$ cat config.mk
export PLATFORM = sky130hd
export DESIGN_NAME = dld_channel_decode
export DESIGN_NICKNAME = d
export VERILOG_FILES = /design/src/core/dld_loop_counter.v /design/src/core/dld_channel_decode.v
export VERILOG_INCLUDE_DIRS = /design/src /design/src/core
export SDC_FILE = /design/constraint.sdc
export NUM_CORES = 1
export LEC_CHECK = 0
export BUFFER_PORTS_ARGS = -buffer_cell sky130_fd_sc_hd__clkbuf_2
export CELL_PAD_IN_SITES_DETAIL_PLACEMENT = 1
export CELL_PAD_IN_SITES_GLOBAL_PLACEMENT = 2
export CORE_MARGIN = 2
export CORE_UTILIZATION = 32
export DETAILED_ROUTE_END_ITERATION = 8
export GPL_TIMING_DRIVEN = 0
export PLACE_DENSITY_LB_ADDON = 0.1
export SKIP_CTS_REPAIR_TIMING = 1
export SYNTH_ARGS = -nofsm -noshare
export SYNTH_HDL_FRONTEND = slang
export SYNTH_SLANG_ARGS = --single-unit
$ cat constraint.sdc
create_clock -name clk -period 4.1 [get_ports clk]
set_input_delay 0.615 -clock clk [delete_from_list [all_inputs] [get_ports clk]]
set_output_delay 0.615 -clock clk [all_outputs]
set_load 0.03 [all_outputs]
$ cat src/core/dld_defines.vh
`ifndef DLD_DEFINES_VH
`define DLD_DEFINES_VH

// opcodes and opcode masks (low byte)
`define DLD_OP_NOP        8'h18
`define DLD_OP_MOV        8'hbc
`define DLD_OP_LDP        8'h25
`define DLD_MSK_LDP       8'hfd
`define DLD_OP_LP         8'h20
`define DLD_MSK_LP        8'hfd
`define DLD_OP_LPEND      8'h28
`define DLD_MSK_LPEND     8'he8

// field positions
`define DLD_BIT_X         0
`define DLD_BIT_BS        1
`define DLD_BIT_LP_LC     1
`define DLD_BIT_END_LC    2
`define DLD_BIT_NF        4
`define DLD_PERIPH_HI     15
`define DLD_PERIPH_LO     11
`define DLD_IMM8_HI       15
`define DLD_IMM8_LO       8
`define DLD_RD_HI         10
`define DLD_RD_LO         8
`define DLD_IMM32_HI      47
`define DLD_IMM32_LO      16

// move destination codes
`define DLD_RD_SAR        3'h0
`define DLD_RD_CCR        3'h1
`define DLD_RD_DAR        3'h2

// instruction lengths in bytes
`define DLD_LEN1          32'h1
`define DLD_LEN2          32'h2
`define DLD_LEN6          32'h6

// channel control fields
`define DLD_CCR_SRC_INC   0
`define DLD_CCR_SIZE_HI   3
`define DLD_CCR_SIZE_LO   1
`define DLD_CCR_BLEN_HI   7
`define DLD_CCR_BLEN_LO   4
`define DLD_SINGLE_LEN    4'h0

// peripheral acknowledge type codes
`define DLD_ACK_SINGLE    2'h0
`define DLD_ACK_BURST     2'h1

// register offsets
`define DLD_REG_CTRL      8'h00
`define DLD_REG_START_PC  8'h04
`define DLD_REG_PC        8'h08
`define DLD_REG_SRC       8'h0c
`define DLD_REG_DST       8'h10
`define DLD_REG_CCR       8'h14
`define DLD_REG_LOOP      8'h18
`define DLD_REG_STATUS    8'h1c
`define DLD_CTRL_GO       0
`define DLD_CTRL_STOP     1

// thread states
`define DLD_ST_IDLE       2'h0
`define DLD_ST_FETCH      2'h1
`define DLD_ST_RDREQ      2'h2
`define DLD_ST_RDDATA     2'h3

`endif

$ cat src/core/dld_loop_counter.v
`timescale 1ns/10ps
`include "dld_defines.vh"

module dld_loop_counter #(
  parameter CNT_W = 8,
  parameter PC_W  = 32
) (
  input  wire             clk,
  input  wire             rst_b,
  input  wire             load,
  input  wire [CNT_W-1:0] loadVal,
  input  wire [PC_W-1:0]  loadPc,
  input  wire             dec,
  output reg  [CNT_W-1:0] count_ff,
  output reg  [PC_W-1:0]  startPc_ff,
  output wire             isZero
);

  assign isZero = (count_ff == {CNT_W{1'b0}});

  always @(posedge clk) begin
    if (!rst_b) begin
      count_ff   <= {CNT_W{1'b0}};
      startPc_ff <= {PC_W{1'b0}};
    end else if (load) begin
      count_ff   <= loadVal;
      startPc_ff <= loadPc; // RULE9
    end else if (dec) begin
      count_ff   <= count_ff - {{(CNT_W-1){1'b0}}, 1'b1}; // RULE10
    end
  end

endmodule // dld_loop_counter

$ cat src/core/dld_channel_decode.v
//Contract
//RULE1: load-notify reads at source address into fifo, then signals ack type to peripheral.
//RULE2: source address advances after load-notify when source increment is set.
//RULE3: load-notify has peripheral number bits 15:11, selector bit 1, bit 0 one.
//RULE4: selector zero: single request loads with length zero; burst request is no-op.
//RULE5: selector one: single request is no-op; burst request loads a full burst.
//RULE6: request type flag set on wait-for-peripheral; conditional loads and loop ends use it.
//RULE7: loop start bits 15:8 hold count minus one, written to chosen counter.
//RULE8: loop start counter select zero picks counter 0, one picks counter 1.
//RULE9: loop start records address of next instruction as loop body start.
//RULE10: counted loop end: zero falls through, otherwise decrement and branch back.
//RULE11: unbounded loop end branches while last flag is 0, exits when 1.
//RULE12: peripheral last-request high sets the channel last flag; here only its synchronized rising edge sets it.
//RULE13: conditional counted loop end runs only when request type matches selector.
//RULE14: loop end bits 15:8 jump back; target is loop end address minus it.
//RULE15: loop end finite flag 0 means unbounded, 1 means counted.
//RULE16: loop end counter select picks counter; unbounded loops carry one.
//RULE17: move writes 32-bit immediate: 000 source, 001 control, 010 destination.
//RULE18: no-operation only advances program counter.
//RULE19: software uses these instructions only in channel threads.
//RULE20: a conditional turned no-op only advances the program counter.
//RULE21: two independent 8-bit loop counters per channel.
`timescale 1ns/10ps
`include "dld_defines.vh"

module dld_channel_decode #(
  parameter ADDR_W = 32,
  parameter DATA_W = 32,
  parameter CNT_W  = 8
) (
  input  wire              clk,
  input  wire              rst_b,
  // register port
  input  wire [7:0]        regAddr,
  input  wire [31:0]       regWdata,
  input  wire              regWr,
  input  wire              regRd,
  output reg  [31:0]       regRdata_ff,
  // instruction fetch
  output wire              instrReq,
  output wire [ADDR_W-1:0] instrPc,
  input  wire              instrValid,
  input  wire [47:0]       instrData,
  // request type from wait-for-peripheral logic, and peripheral last request
  input  wire              wfpDone,
  input  wire              wfpBurst,
  input  wire              periphLast,
  // read channel
  output wire              rdReqValid,
  input  wire              rdReqReady,
  output wire [ADDR_W-1:0] rdReqAddr,
  output wire [3:0]        rdReqLen,
  output wire [2:0]        rdReqSize,
  input  wire              rdDataValid,
  output wire              rdDataReady,
  input  wire [DATA_W-1:0] rdData,
  input  wire              rdDataLast,
  // shared data fifo push
  output reg               fifoPushValid_ff,
  input  wire              fifoPushReady,
  output reg  [DATA_W-1:0] fifoPushData_ff,
  // peripheral acknowledge, and thread status
  output reg               ackValid_ff,
  output reg  [1:0]        ackType_ff,
  output reg  [4:0]        ackPeriph_ff,
  output wire              running,
  output wire              fault
);

  reg [1:0]        state_ff;
  reg [1:0]        nxt_state;
  reg [ADDR_W-1:0] pc_ff;
  reg [ADDR_W-1:0] nxt_pc;
  reg [ADDR_W-1:0] startPc_ff;
  reg [31:0]       sar_ff;
  reg [31:0]       nxt_sar;
  reg [31:0]       dar_ff;
  reg [31:0]       nxt_dar;
  reg [31:0]       ccr_ff;
  reg [31:0]       nxt_ccr;
  reg              running_ff;
  reg              nxt_running;
  reg              fault_ff;
  reg              nxt_fault;
  reg              reqBurst_ff;
  reg              lastFlag_ff;
  reg              ldpBurst_ff;
  reg              nxt_ldpBurst;
  reg [4:0]        ldpPeriph_ff;
  reg [4:0]        nxt_ldpPeriph;
  reg [3:0]        ldpLen_ff;
  reg [3:0]        nxt_ldpLen;
  reg [1:0]        lastSync_ff;
  reg              lastPrev_ff;
  reg [1:0]        lcLoad;
  reg [1:0]        lcDec;
  reg              ackPulse;
  reg [31:0]       stepBytes;

  wire [CNT_W-1:0]  lcCount0;
  wire [CNT_W-1:0]  lcCount1;
  wire [ADDR_W-1:0] lcStart0;
  wire [ADDR_W-1:0] lcStart1;
  wire              lcZero0;
  wire              lcZero1;

  wire [7:0]  op       = instrData[7:0];
  wire [7:0]  imm8     = instrData[`DLD_IMM8_HI:`DLD_IMM8_LO];
  wire [2:0]  movRd    = instrData[`DLD_RD_HI:`DLD_RD_LO];
  wire [31:0] imm32    = instrData[`DLD_IMM32_HI:`DLD_IMM32_LO];
  wire        opBs     = op[`DLD_BIT_BS];
  wire        endLc    = op[`DLD_BIT_END_LC];
  wire        endCond  = op[`DLD_BIT_X];
  wire        endNf    = op[`DLD_BIT_NF];
  wire        goCmd    = regWr && (regAddr == `DLD_REG_CTRL) && regWdata[`DLD_CTRL_GO];
  wire        stopCmd  = regWr && (regAddr == `DLD_REG_CTRL) && regWdata[`DLD_CTRL_STOP];
  wire        lastRise = lastSync_ff[1] && !lastPrev_ff;
  wire        beatTake = rdDataValid && rdDataReady;

  // loop end target is loop end address minus the backward jump
  wire [ADDR_W-1:0] jumpBack = pc_ff - {{(ADDR_W-8){1'b0}}, imm8}; // RULE14

  assign instrReq    = running_ff && (state_ff == `DLD_ST_FETCH);
  assign instrPc     = pc_ff;
  assign rdReqValid  = (state_ff == `DLD_ST_RDREQ);
  assign rdReqAddr   = sar_ff[ADDR_W-1:0];
  assign rdReqLen    = ldpLen_ff;
  assign rdReqSize   = ccr_ff[`DLD_CCR_SIZE_HI:`DLD_CCR_SIZE_LO];
  // one holding stage toward the fifo; a full fifo stalls the read data
  assign rdDataReady = (state_ff == `DLD_ST_RDDATA) && (!fifoPushValid_ff || fifoPushReady);
  assign running     = running_ff;
  assign fault       = fault_ff;

  dld_loop_counter #(
    .CNT_W (CNT_W),
    .PC_W  (ADDR_W)
  ) u_loop0 (
    .clk        (clk),
    .rst_b      (rst_b),
    .load       (lcLoad[0]),
    .loadVal    (imm8[CNT_W-1:0]),
    .loadPc     (nxt_pc),
    .dec        (lcDec[0]),
    .count_ff   (lcCount0),
    .startPc_ff (lcStart0),
    .isZero     (lcZero0)
  ); // RULE21

  dld_loop_counter #(
    .CNT_W (CNT_W),
    .PC_W  (ADDR_W)
  ) u_loop1 (
    .clk        (clk),
    .rst_b      (rst_b),
    .load       (lcLoad[1]),
    .loadVal    (imm8[CNT_W-1:0]),
    .loadPc     (nxt_pc),
    .dec        (lcDec[1]),
    .count_ff   (lcCount1),
    .startPc_ff (lcStart1),
    .isZero     (lcZero1)
  ); // RULE21

  always @* begin
    nxt_state     = state_ff;
    nxt_pc        = pc_ff;
    nxt_sar       = sar_ff;
    nxt_dar       = dar_ff;
    nxt_ccr       = ccr_ff;
    nxt_running   = running_ff;
    nxt_fault     = fault_ff;
    nxt_ldpBurst  = ldpBurst_ff;
    nxt_ldpPeriph = ldpPeriph_ff;
    nxt_ldpLen    = ldpLen_ff;
    lcLoad        = 2'b00;
    lcDec         = 2'b00;
    ackPulse      = 1'b0;
    stepBytes     = (({28'h0, ldpLen_ff}) + 32'h1)
                    << ccr_ff[`DLD_CCR_SIZE_HI:`DLD_CCR_SIZE_LO];
    case (state_ff)
      `DLD_ST_IDLE: begin
        if (goCmd) begin
          nxt_pc      = startPc_ff;
          nxt_running = 1'b1;
          nxt_fault   = 1'b0;
          nxt_state   = `DLD_ST_FETCH;
        end
      end
      `DLD_ST_FETCH: begin
        if (stopCmd) begin
          nxt_running = 1'b0;
          nxt_state   = `DLD_ST_IDLE;
        end else if (instrValid) begin
          if (op == `DLD_OP_NOP) begin
            nxt_pc = pc_ff + `DLD_LEN1; // RULE18
          end else if ((op & `DLD_MSK_LDP) == `DLD_OP_LDP) begin // RULE3
            nxt_ldpBurst  = opBs;
            nxt_ldpPeriph = instrData[`DLD_PERIPH_HI:`DLD_PERIPH_LO]; // RULE3
            // single ignores the configured burst length
            nxt_ldpLen    = opBs ? ccr_ff[`DLD_CCR_BLEN_HI:`DLD_CCR_BLEN_LO]
                                 : `DLD_SINGLE_LEN; // RULE4 RULE5
            if (opBs == reqBurst_ff) begin // RULE4 RULE5 RULE6
              nxt_state = `DLD_ST_RDREQ;
            end else begin
              nxt_pc = pc_ff + `DLD_LEN2; // RULE20
            end
          end else if ((op & `DLD_MSK_LP) == `DLD_OP_LP) begin
            nxt_pc = pc_ff + `DLD_LEN2; // RULE9
            lcLoad = op[`DLD_BIT_LP_LC] ? 2'b10 : 2'b01; // RULE7 RULE8
          end else if ((op & `DLD_MSK_LPEND) == `DLD_OP_LPEND) begin
            nxt_pc = pc_ff + `DLD_LEN2; // RULE20
            if (!endNf) begin // RULE15 RULE16
              if (!lastFlag_ff) begin
                nxt_pc = jumpBack; // RULE11
              end
            end else if (!endCond || (opBs == reqBurst_ff)) begin // RULE13 RULE6
              if (endLc ? !lcZero1 : !lcZero0) begin // RULE10 RULE16
                nxt_pc = jumpBack; // RULE10 RULE14
                lcDec  = endLc ? 2'b10 : 2'b01;
              end
            end
          end else if (op == `DLD_OP_MOV) begin
            nxt_pc = pc_ff + `DLD_LEN6;
            case (movRd) // RULE17
              `DLD_RD_SAR: nxt_sar = imm32;
              `DLD_RD_CCR: nxt_ccr = imm32;
              `DLD_RD_DAR: nxt_dar = imm32;
              default: begin
                nxt_fault   = 1'b1;
                nxt_running = 1'b0;
                nxt_state   = `DLD_ST_IDLE;
              end
            endcase
          end else begin
            // opcodes owned by other blocks are not ours to run
            nxt_fault   = 1'b1;
            nxt_running = 1'b0;
            nxt_state   = `DLD_ST_IDLE;
          end
        end
      end
      `DLD_ST_RDREQ: begin
        if (rdReqReady) begin
          nxt_state = `DLD_ST_RDDATA; // RULE1
        end
      end
      `DLD_ST_RDDATA: begin
        if (beatTake && rdDataLast) begin
          ackPulse  = 1'b1; // RULE1
          nxt_pc    = pc_ff + `DLD_LEN2;
          nxt_state = `DLD_ST_FETCH;
          if (ccr_ff[`DLD_CCR_SRC_INC]) begin
            nxt_sar = sar_ff + stepBytes; // RULE2
          end
        end
      end
      default: begin
        nxt_state = `DLD_ST_IDLE;
      end
    endcase
  end

  always @(posedge clk) begin
    if (!rst_b) begin
      state_ff     <= `DLD_ST_IDLE;
      pc_ff        <= {ADDR_W{1'b0}};
      sar_ff       <= 32'h0;
      dar_ff       <= 32'h0;
      ccr_ff       <= 32'h0;
      running_ff   <= 1'b0;
      fault_ff     <= 1'b0;
      ldpBurst_ff  <= 1'b0;
      ldpPeriph_ff <= 5'h0;
      ldpLen_ff    <= 4'h0;
      ackValid_ff  <= 1'b0;
      ackType_ff   <= 2'h0;
      ackPeriph_ff <= 5'h0;
    end else begin
      state_ff     <= nxt_state;
      pc_ff        <= nxt_pc;
      sar_ff       <= nxt_sar;
      dar_ff       <= nxt_dar;
      ccr_ff       <= nxt_ccr;
      running_ff   <= nxt_running;
      fault_ff     <= nxt_fault;
      ldpBurst_ff  <= nxt_ldpBurst;
      ldpPeriph_ff <= nxt_ldpPeriph;
      ldpLen_ff    <= nxt_ldpLen;
      ackValid_ff  <= ackPulse; // RULE1
      if (ackPulse) begin
        ackType_ff   <= ldpBurst_ff ? `DLD_ACK_BURST : `DLD_ACK_SINGLE;
        ackPeriph_ff <= ldpPeriph_ff;
      end
    end
  end

  // data holding stage into the shared fifo
  always @(posedge clk) begin
    if (!rst_b) begin
      fifoPushValid_ff <= 1'b0;
      fifoPushData_ff  <= {DATA_W{1'b0}};
    end else if (beatTake) begin
      fifoPushValid_ff <= 1'b1; // RULE1
      fifoPushData_ff  <= rdData;
    end else if (fifoPushReady) begin
      fifoPushValid_ff <= 1'b0;
    end
  end

  // request flags and start pc register; a set in the clearing cycle wins
  always @(posedge clk) begin
    if (!rst_b) begin
      lastSync_ff <= 2'b00;
      lastPrev_ff <= 1'b0;
      reqBurst_ff <= 1'b0;
      lastFlag_ff <= 1'b0;
      startPc_ff  <= {ADDR_W{1'b0}};
    end else begin
      lastSync_ff <= {lastSync_ff[0], periphLast};
      lastPrev_ff <= lastSync_ff[1];
      if (wfpDone) begin
        reqBurst_ff <= wfpBurst; // RULE6
      end
      if (lastRise) begin
        lastFlag_ff <= 1'b1; // RULE12
      end else if (goCmd && (state_ff == `DLD_ST_IDLE)) begin
        lastFlag_ff <= 1'b0;
      end
      if (regWr && (regAddr == `DLD_REG_START_PC)) begin
        startPc_ff <= regWdata[ADDR_W-1:0];
      end
    end
  end

  always @(posedge clk) begin
    if (!rst_b) begin
      regRdata_ff <= 32'h0;
    end else if (regRd) begin
      case (regAddr)
        `DLD_REG_CTRL:     regRdata_ff <= 32'h0;
        `DLD_REG_START_PC: regRdata_ff <= startPc_ff;
        `DLD_REG_PC:       regRdata_ff <= pc_ff;
        `DLD_REG_SRC:      regRdata_ff <= sar_ff;
        `DLD_REG_DST:      regRdata_ff <= dar_ff;
        `DLD_REG_CCR:      regRdata_ff <= ccr_ff;
        `DLD_REG_LOOP:     regRdata_ff <= {16'h0, lcCount1, lcCount0};
        `DLD_REG_STATUS:   regRdata_ff <= {26'h0, state_ff, lastFlag_ff, reqBurst_ff,
                                           fault_ff, running_ff};
        default:           regRdata_ff <= 32'h0;
      endcase
    end else begin
      regRdata_ff <= 32'h0;
    end
  end

endmodule // dld_channel_decode

======== Yosys cells after proc, flatten, opt, wreduce, memory -nomap -nowiden ========
Index checks and enable logic that the tools add are counted.
operators by class
  reduce and logical (&&, ||, !) cells .... 39
  shifts and indexed selects .............. 1
  add/subtract/negate cells ............... 8
  equal/unequal tests ..................... 43
  bitwise logic cells ..................... 5
  mux-type cells .......................... 91
operator list
  cell                                                                count
  32-bit two-way mux                                                  24
  32-bit one-hot mux with 7 select lines                              1
  32-bit one-hot mux with 3 select lines                              1
  32-bit one-hot mux with 2 select lines                              1
  2-bit two-way mux                                                   30
  8-bit by 5-bit == test with 1-bit output, second input constant     5
  9-bit AND reduction                                                 4
  32-bit by 1-bit adder with 32-bit output, second input constant     1
  32-bit by 2-bit adder with 32-bit output, second input constant     1
  32-bit by 3-bit adder with 32-bit output, second input constant     1
  32-bit adder                                                        1
  8-bit two-way mux                                                   4
  5-bit by 3-bit left shift with 32-bit output                        1
  32-bit by 8-bit subtractor with 32-bit output                       1
  1-bit two-way mux                                                   26
  8-bit logical NOT                                                   3
  3-bit != test, second input constant                                6
  8-bit by 4-bit == test with 1-bit output, second input constant     2
  2-bit != test, second input constant                                8
  4-bit != test, second input constant                                4
  8-bit by 1-bit subtractor with 8-bit output, second input constant  2
  7-bit by 5-bit == test with 1-bit output, second input constant     2
  2-bit nonzero test                                                  6
  11-bit AND reduction                                                1
  other kinds (28)                                                    51
word-level totals
  output and inout port bits .............. 149
  word-level logic and storage cells ...... 210
  register bits after elaboration ......... 268

======== Logic depth before layout (Yosys ltp) ========
  depth in word-level cells ............... 15
  depth in mapped cells ................... 18

======== Modules after synthesis ========
From an unflattened synthesis, not the netlist that was laid out.
second synthesis, totals
  cells, all modules ...................... 2,614
  area, all modules ....................... 20,051.7 sq um
modules (own cells, without submodules)
  module              cells an instance  area an instance (sq um)  sequential area each (sq um)  times used
  dld_channel_decode  2,294              16,706.0                  5,024.8                       1
  dld_loop_counter    160                1,672.9                   800.8                         2

======== Worst setup path before layout ========
Ideal clock, no wire load.
  path kind ............................... register to register
  from .................................... reg ldpLen_ff[0] (netlist: rdReqLen[0])
  to ...................................... reg sar_ff[25] (netlist: rdReqAddr[25])
  cell stages (with the launch flop) ...... 17
  path slack .............................. 0.516 ns
  arrival ................................. 3.465 ns
  period minus slack after synthesis ...... 3.584 ns
  path through ............................ dfxtp_1 > ha_1 > xor2_1 > nand2_1 > o21ai_0 > nand2_1 > o21ai_0 > and2_1 > ha_1 > o21ai_0 > o2111a_1 > a221oi_1 > a311oi_1 > nor2_1 > clkbuf_1 > a41oi_1 > o221a_2
between the ends
  longest elaborated chain between the ends .. 6
RTL lines
  item                                          line                      text
  start, declared                               dld_channel_decode.v:91   reg [3:0] ldpLen_ff;
  start signal, assigned                        dld_channel_decode.v:288  ldpLen_ff <= nxt_ldpLen;
  4-bit by 1-bit adder with 5-bit output        dld_channel_decode.v:178  stepBytes = (({28'h0, ldpLen_ff}) + 32'h1)
  5-bit by 3-bit left shift with 32-bit output  dld_channel_decode.v:178
  32-bit adder                                  dld_channel_decode.v:253  nxt_sar = sar_ff + stepBytes;
  32-bit two-way mux                            dld_channel_decode.v:252  if (ccr_ff[`DLD_CCR_SRC_INC]) begin
  32-bit two-way mux                            dld_channel_decode.v:248  if (beatTake && rdDataLast) begin
  32-bit one-hot mux with 2 select lines        dld_channel_decode.v:180  case (state_ff)
  end signal, assigned                          dld_channel_decode.v:281  sar_ff <= nxt_sar;
  end, declared                                 dld_channel_decode.v:75   reg [31:0] sar_ff;
No other way between the ends. The select of a mux whose other input is x is not followed.
A chain may end at the register's enable or synchronous reset.

======== Worst setup path after layout ========
  from .................................... in instrData[2]
  to ...................................... reg pc_ff[6] (netlist: instrPc[6])
between the ends
  longest elaborated chain between the ends .. 11
  elaborated cells between the ends (all ways) .. 18
RTL lines
  item                                    line                      text
  start, declared                         dld_channel_decode.v:43   input wire [47:0] instrData,
  1-bit two-way mux                       dld_channel_decode.v:217  if (endLc ? !lcZero1 : !lcZero0) begin
  32-bit two-way mux                      dld_channel_decode.v:217
  32-bit two-way mux                      dld_channel_decode.v:216  end else if (!endCond || (opBs == reqBurst_ff)) begin
  32-bit two-way mux                      dld_channel_decode.v:212  if (!endNf) begin
  32-bit two-way mux                      dld_channel_decode.v:210  end else if ((op & `DLD_MSK_LPEND) == `DLD_OP_LPEND) begin
  32-bit two-way mux                      dld_channel_decode.v:207  end else if ((op & `DLD_MSK_LP) == `DLD_OP_LP) begin
  32-bit two-way mux                      dld_channel_decode.v:196  end else if ((op & `DLD_MSK_LDP) == `DLD_OP_LDP) begin
  32-bit two-way mux                      dld_channel_decode.v:194  if (op == `DLD_OP_NOP) begin
  32-bit two-way mux                      dld_channel_decode.v:193  end else if (instrValid) begin
  32-bit two-way mux                      dld_channel_decode.v:190  if (stopCmd) begin
  32-bit one-hot mux with 3 select lines  dld_channel_decode.v:180
  end signal, assigned                    dld_channel_decode.v:266  pc_ff <= {ADDR_W{1'b0}};
  end signal, assigned                    dld_channel_decode.v:280  pc_ff <= nxt_pc;
  end, declared                           dld_channel_decode.v:72   reg [ADDR_W-1:0] pc_ff;
Several ways; a longest one is shown, not always the timed one. The select of a mux whose other input is x is not followed.

==> flow_metrics.tcl <==
set metrics [dict create \
    status "complete, but fails checks" \
    violations "max-capacitance violations, max-slew violations" \
    synth.avg_cell_area_sq_um 7.45 \
    cp-endpoint "instrPc[6]$_SDFFE_PN0P_" \
    final_hold_viol_count 0 \
    port_buffers 278 \
    pre_cts_ws_ps -361 \
    grt_pass1_vias 19453 \
    drcViolationCount 0 \
    cts_sinks 267 \
    finClkSkew_ps 26.3 \
    routed_wl_um 93800 \
    setup_ws_ps 75.1 \
    arrival_ps 4470 \
    period_needed_ps 4020 \
    dr_wl_met3_um 6650 \
    grt_first_pass_wirelength_um 135000 \
    vias 19183 \
    synth_cells 2185 \
    reg2reg_from "instrPc[1]$_SDFFE_PN0P_" \
    netlist_area_sq_mm 0.0163 \
    viasPerCell 6.00 \
    yosysTopAreaCellShare 0.328 \
    nNetsFinal 2666 \
    row_count 82 \
    r2r_setup_slack_ps 120 \
    hold_path_class "primary input to register" \
    wl_met1_um 39400 \
    placed_cell_area_sq_mm 0.0185 \
    synth-edff-count 0 \
    grt.overflow.total 0 \
    setup.worst_path.class "primary input to register" \
    cts_tree "done" \
    min_period_over_period 0.982 \
    place_hpwl_um 73800 \
    die_h_um 230 \
    power_density_mw_per_mm2 375 \
    final_area_sq_mm 0.0198 \
    root_buffer "clkbuf_16" \
    worstSetupEndpointType "register" \
    clk_latency_ps 580 \
    start_util 0.325 \
    max_freq_mhz 248 \
    fp.coreArea_sq_mm 0.0502 \
    dieWidth_um 230 \
    yosys_warnings 0 \
    finalNonFillerCells 3196 \
    synthToLayoutAreaGrowth_pct 21.4 \
    first_pass_iters 6 \
    routed.top_layer "met4" \
    slew_headroom -0.0744 \
    cp-start-kind "primary input" \
    path_max_fanout 10 \
    vdd_drop_max_uv 256 \
    syn_nets 2353 \
    synth.distinct_cells 92 \
    clockBufferDepth 3 \
    ys_top_cells_by_area "dfxtp_1 (33%), nand2_1 (9.1%), a21oi_1 (8.2%), nor2_1 (3.5%), xnor2_1 (3.2%)" \
    detail-route-antenna-nets 0 \
    clkTransAtPathRegs_ps 60 \
    worst-slew-pin-transition_ps 1600 \
    p_leak_nw 7.17 \
    cts_inserted_buffers 35 \
    synthFlopType "dfxtp_1" \
    synth-seq-cells 267 \
    finalSetupViolCount 0 \
    maxCapViolCount 2 \
    synth_seq_area_share 0.328 \
    drtIter0Drc 1981 \
    synth_largest_area_cell "dfxtp_1" \
    dp_cells 3135 \
    p_total_w 0.00741 \
    wl_per_cell_um 29.3 \
    async_flop_share 0 \
    worst_r2r_endpoint "instrPc[27]$_SDFFE_PN0P_" \
    cts.htree.levels 2 \
    gp_congestion 0.979 \
    grt_use_total 0.347 \
    crit_start "instrData[2]" \
    rsz0062_at_grt "false" \
    antenna_found_initial 2 \
    wl_met2_um 43400 \
    final_max_slew_viol_count 15 \
    grt_max_degree 14 \
    worstPathRequired_ps 4540 \
    ios 281 \
    die-area_sq_mm 0.0527 \
    fin_setup_tns_ps 0 \
    drive_gt1_frac 0.172 \
    rr_worst_depth 11 \
]
synth_stat cells (7+ instances only):
cell type	n
nand4_1	24
a21o_1	10
nand2_1	396
nor2_1	151
xor2_1	36
a41oi_1	8
and2_1	16
o31a_1	7
o21ai_0	103
a211oi_1	29
o22ai_1	17
ha_1	34
a21oi_1	267
nor4_1	22
a31oi_1	44
o2111ai_1	7
clkbuf_1	138
nor2b_1	10
a222oi_1	16
mux2i_1	20
dfxtp_1	267
o221a_2	11
nand2b_1	13
inv_1	38
nand3_1	62
a22oi_1	65
a221oi_1	20
nor3_1	44
buf_2	31
xnor2_1	60
or3_1	14
o221ai_1	11
and3_1	38
o21a_1	13
through the flow:
| step | hold WS (ps) | utilization |
|---|---|---|
| after detailed placement | 431 | 0.369 |
| after CTS | 238 | 0.393 |
| after floorplan | 412 | - |
| after global placement | 424 | 0.369 |
| after global routing | 256 | 0.394 |
| final | 250 | 0.394 |
flip-flops by register name, indices dropped and copies added, names as in the netlist, 2 cells and up:
signal and cells:
rdReqLen 4, u_loop0.count_ff 8, ldpPeriph_ff 5, lastSync_ff 2, instrPc 32, state_ff 2, startPc_ff 32, dar_ff 32
fifoPushData_ff 32, ackPeriph_ff 5, rdReqAddr 32, regRdata_ff 32, u_loop1.count_ff 8, ccr_ff 32
metal layers:
layer / up-vias / track usage
li1: 8577 / -
met1: 9520 / 0.442
met2: 866 / 0.573
met3: 220 / 0.0586
met4: 0 / 0.156
met5: - / 0
how the worst min path moves through the flow:
stage | start | to | cells past startpoint
2_1_floorplan | lastSync_ff[0]$_SDFF_PN0_ | lastSync_ff[1]$_SDFF_PN0_ | 1
3_3_place_gp | lastSync_ff[0]$_SDFF_PN0_ | lastSync_ff[1]$_SDFF_PN0_ | 1
3_5_place_dp | lastSync_ff[0]$_SDFF_PN0_ | lastSync_ff[1]$_SDFF_PN0_ | 1
4_1_cts | rdData[19] | fifoPushData_ff[19]$_SDFFE_PN0P_ | 3
5_1_grt | periphLast | lastSync_ff[0]$_SDFF_PN0_ | 2
6_report | periphLast | lastSync_ff[0]$_SDFF_PN0_ | 2
power breakdown:
group / internal (W) / switching (W)
combinational: 0.000410 / 0.000963
sequential: 0.00265 / 0.000103
clock: 0.00193 / 0.00136
critical path, cell delays in order:
cell and delay (ps):
clkbuf_1 210, nor4_1 590, and2_1 270, clkbuf_1 710, clkbuf_1 680, clkbuf_1 750
a21oi_1 250, o22ai_1 380
layout make-up:
class	instances	area, sq um
Clock buffer	47	1000
Timing Repair Buffer	278	1390
Fill cell	6301	30400
Tap cell	672	841
Clock inverter	15	194
Antenna cell	1	2.50
Inverter	38	143
Multi-Input combinational cell	1701	10100
Sequential cell	267	5350
Buffer	177	732
kinds of logic (layout without fill, tap and decap cells):
kind of cell | count (synthesis) | after routing | share of synthesized area
AOI/OAI and AO/OA | 701 | 701 | 0.278
and+or+nand+nor | 842 | 842 | 0.244
adders and majority gates | 36 | 36 | 0.0286
muxes | 25 | 25 | 0.0157
buffers and inverters | 217 | 555 | 0.0538
other | 1 | 2 | 0.000230
DFF | 267 | 267 | 0.328
xor gates and xnor gates | 96 | 96 | 0.0516
placed cells by master (no fill, tap or decap), types with 60 or more instances in the layout:
cell      netlist  layout
xnor2_1        60      60
a22oi_1        65      65
dfxtp_1       267     266
a21oi_1       267     266
clkbuf_2        0     283
clkbuf_1      138     135
nand3_1        62      62
nor2_1        151     151
o21ai_0       103     102
nand2_1       396     396
(Power assumes the default switching activity.)
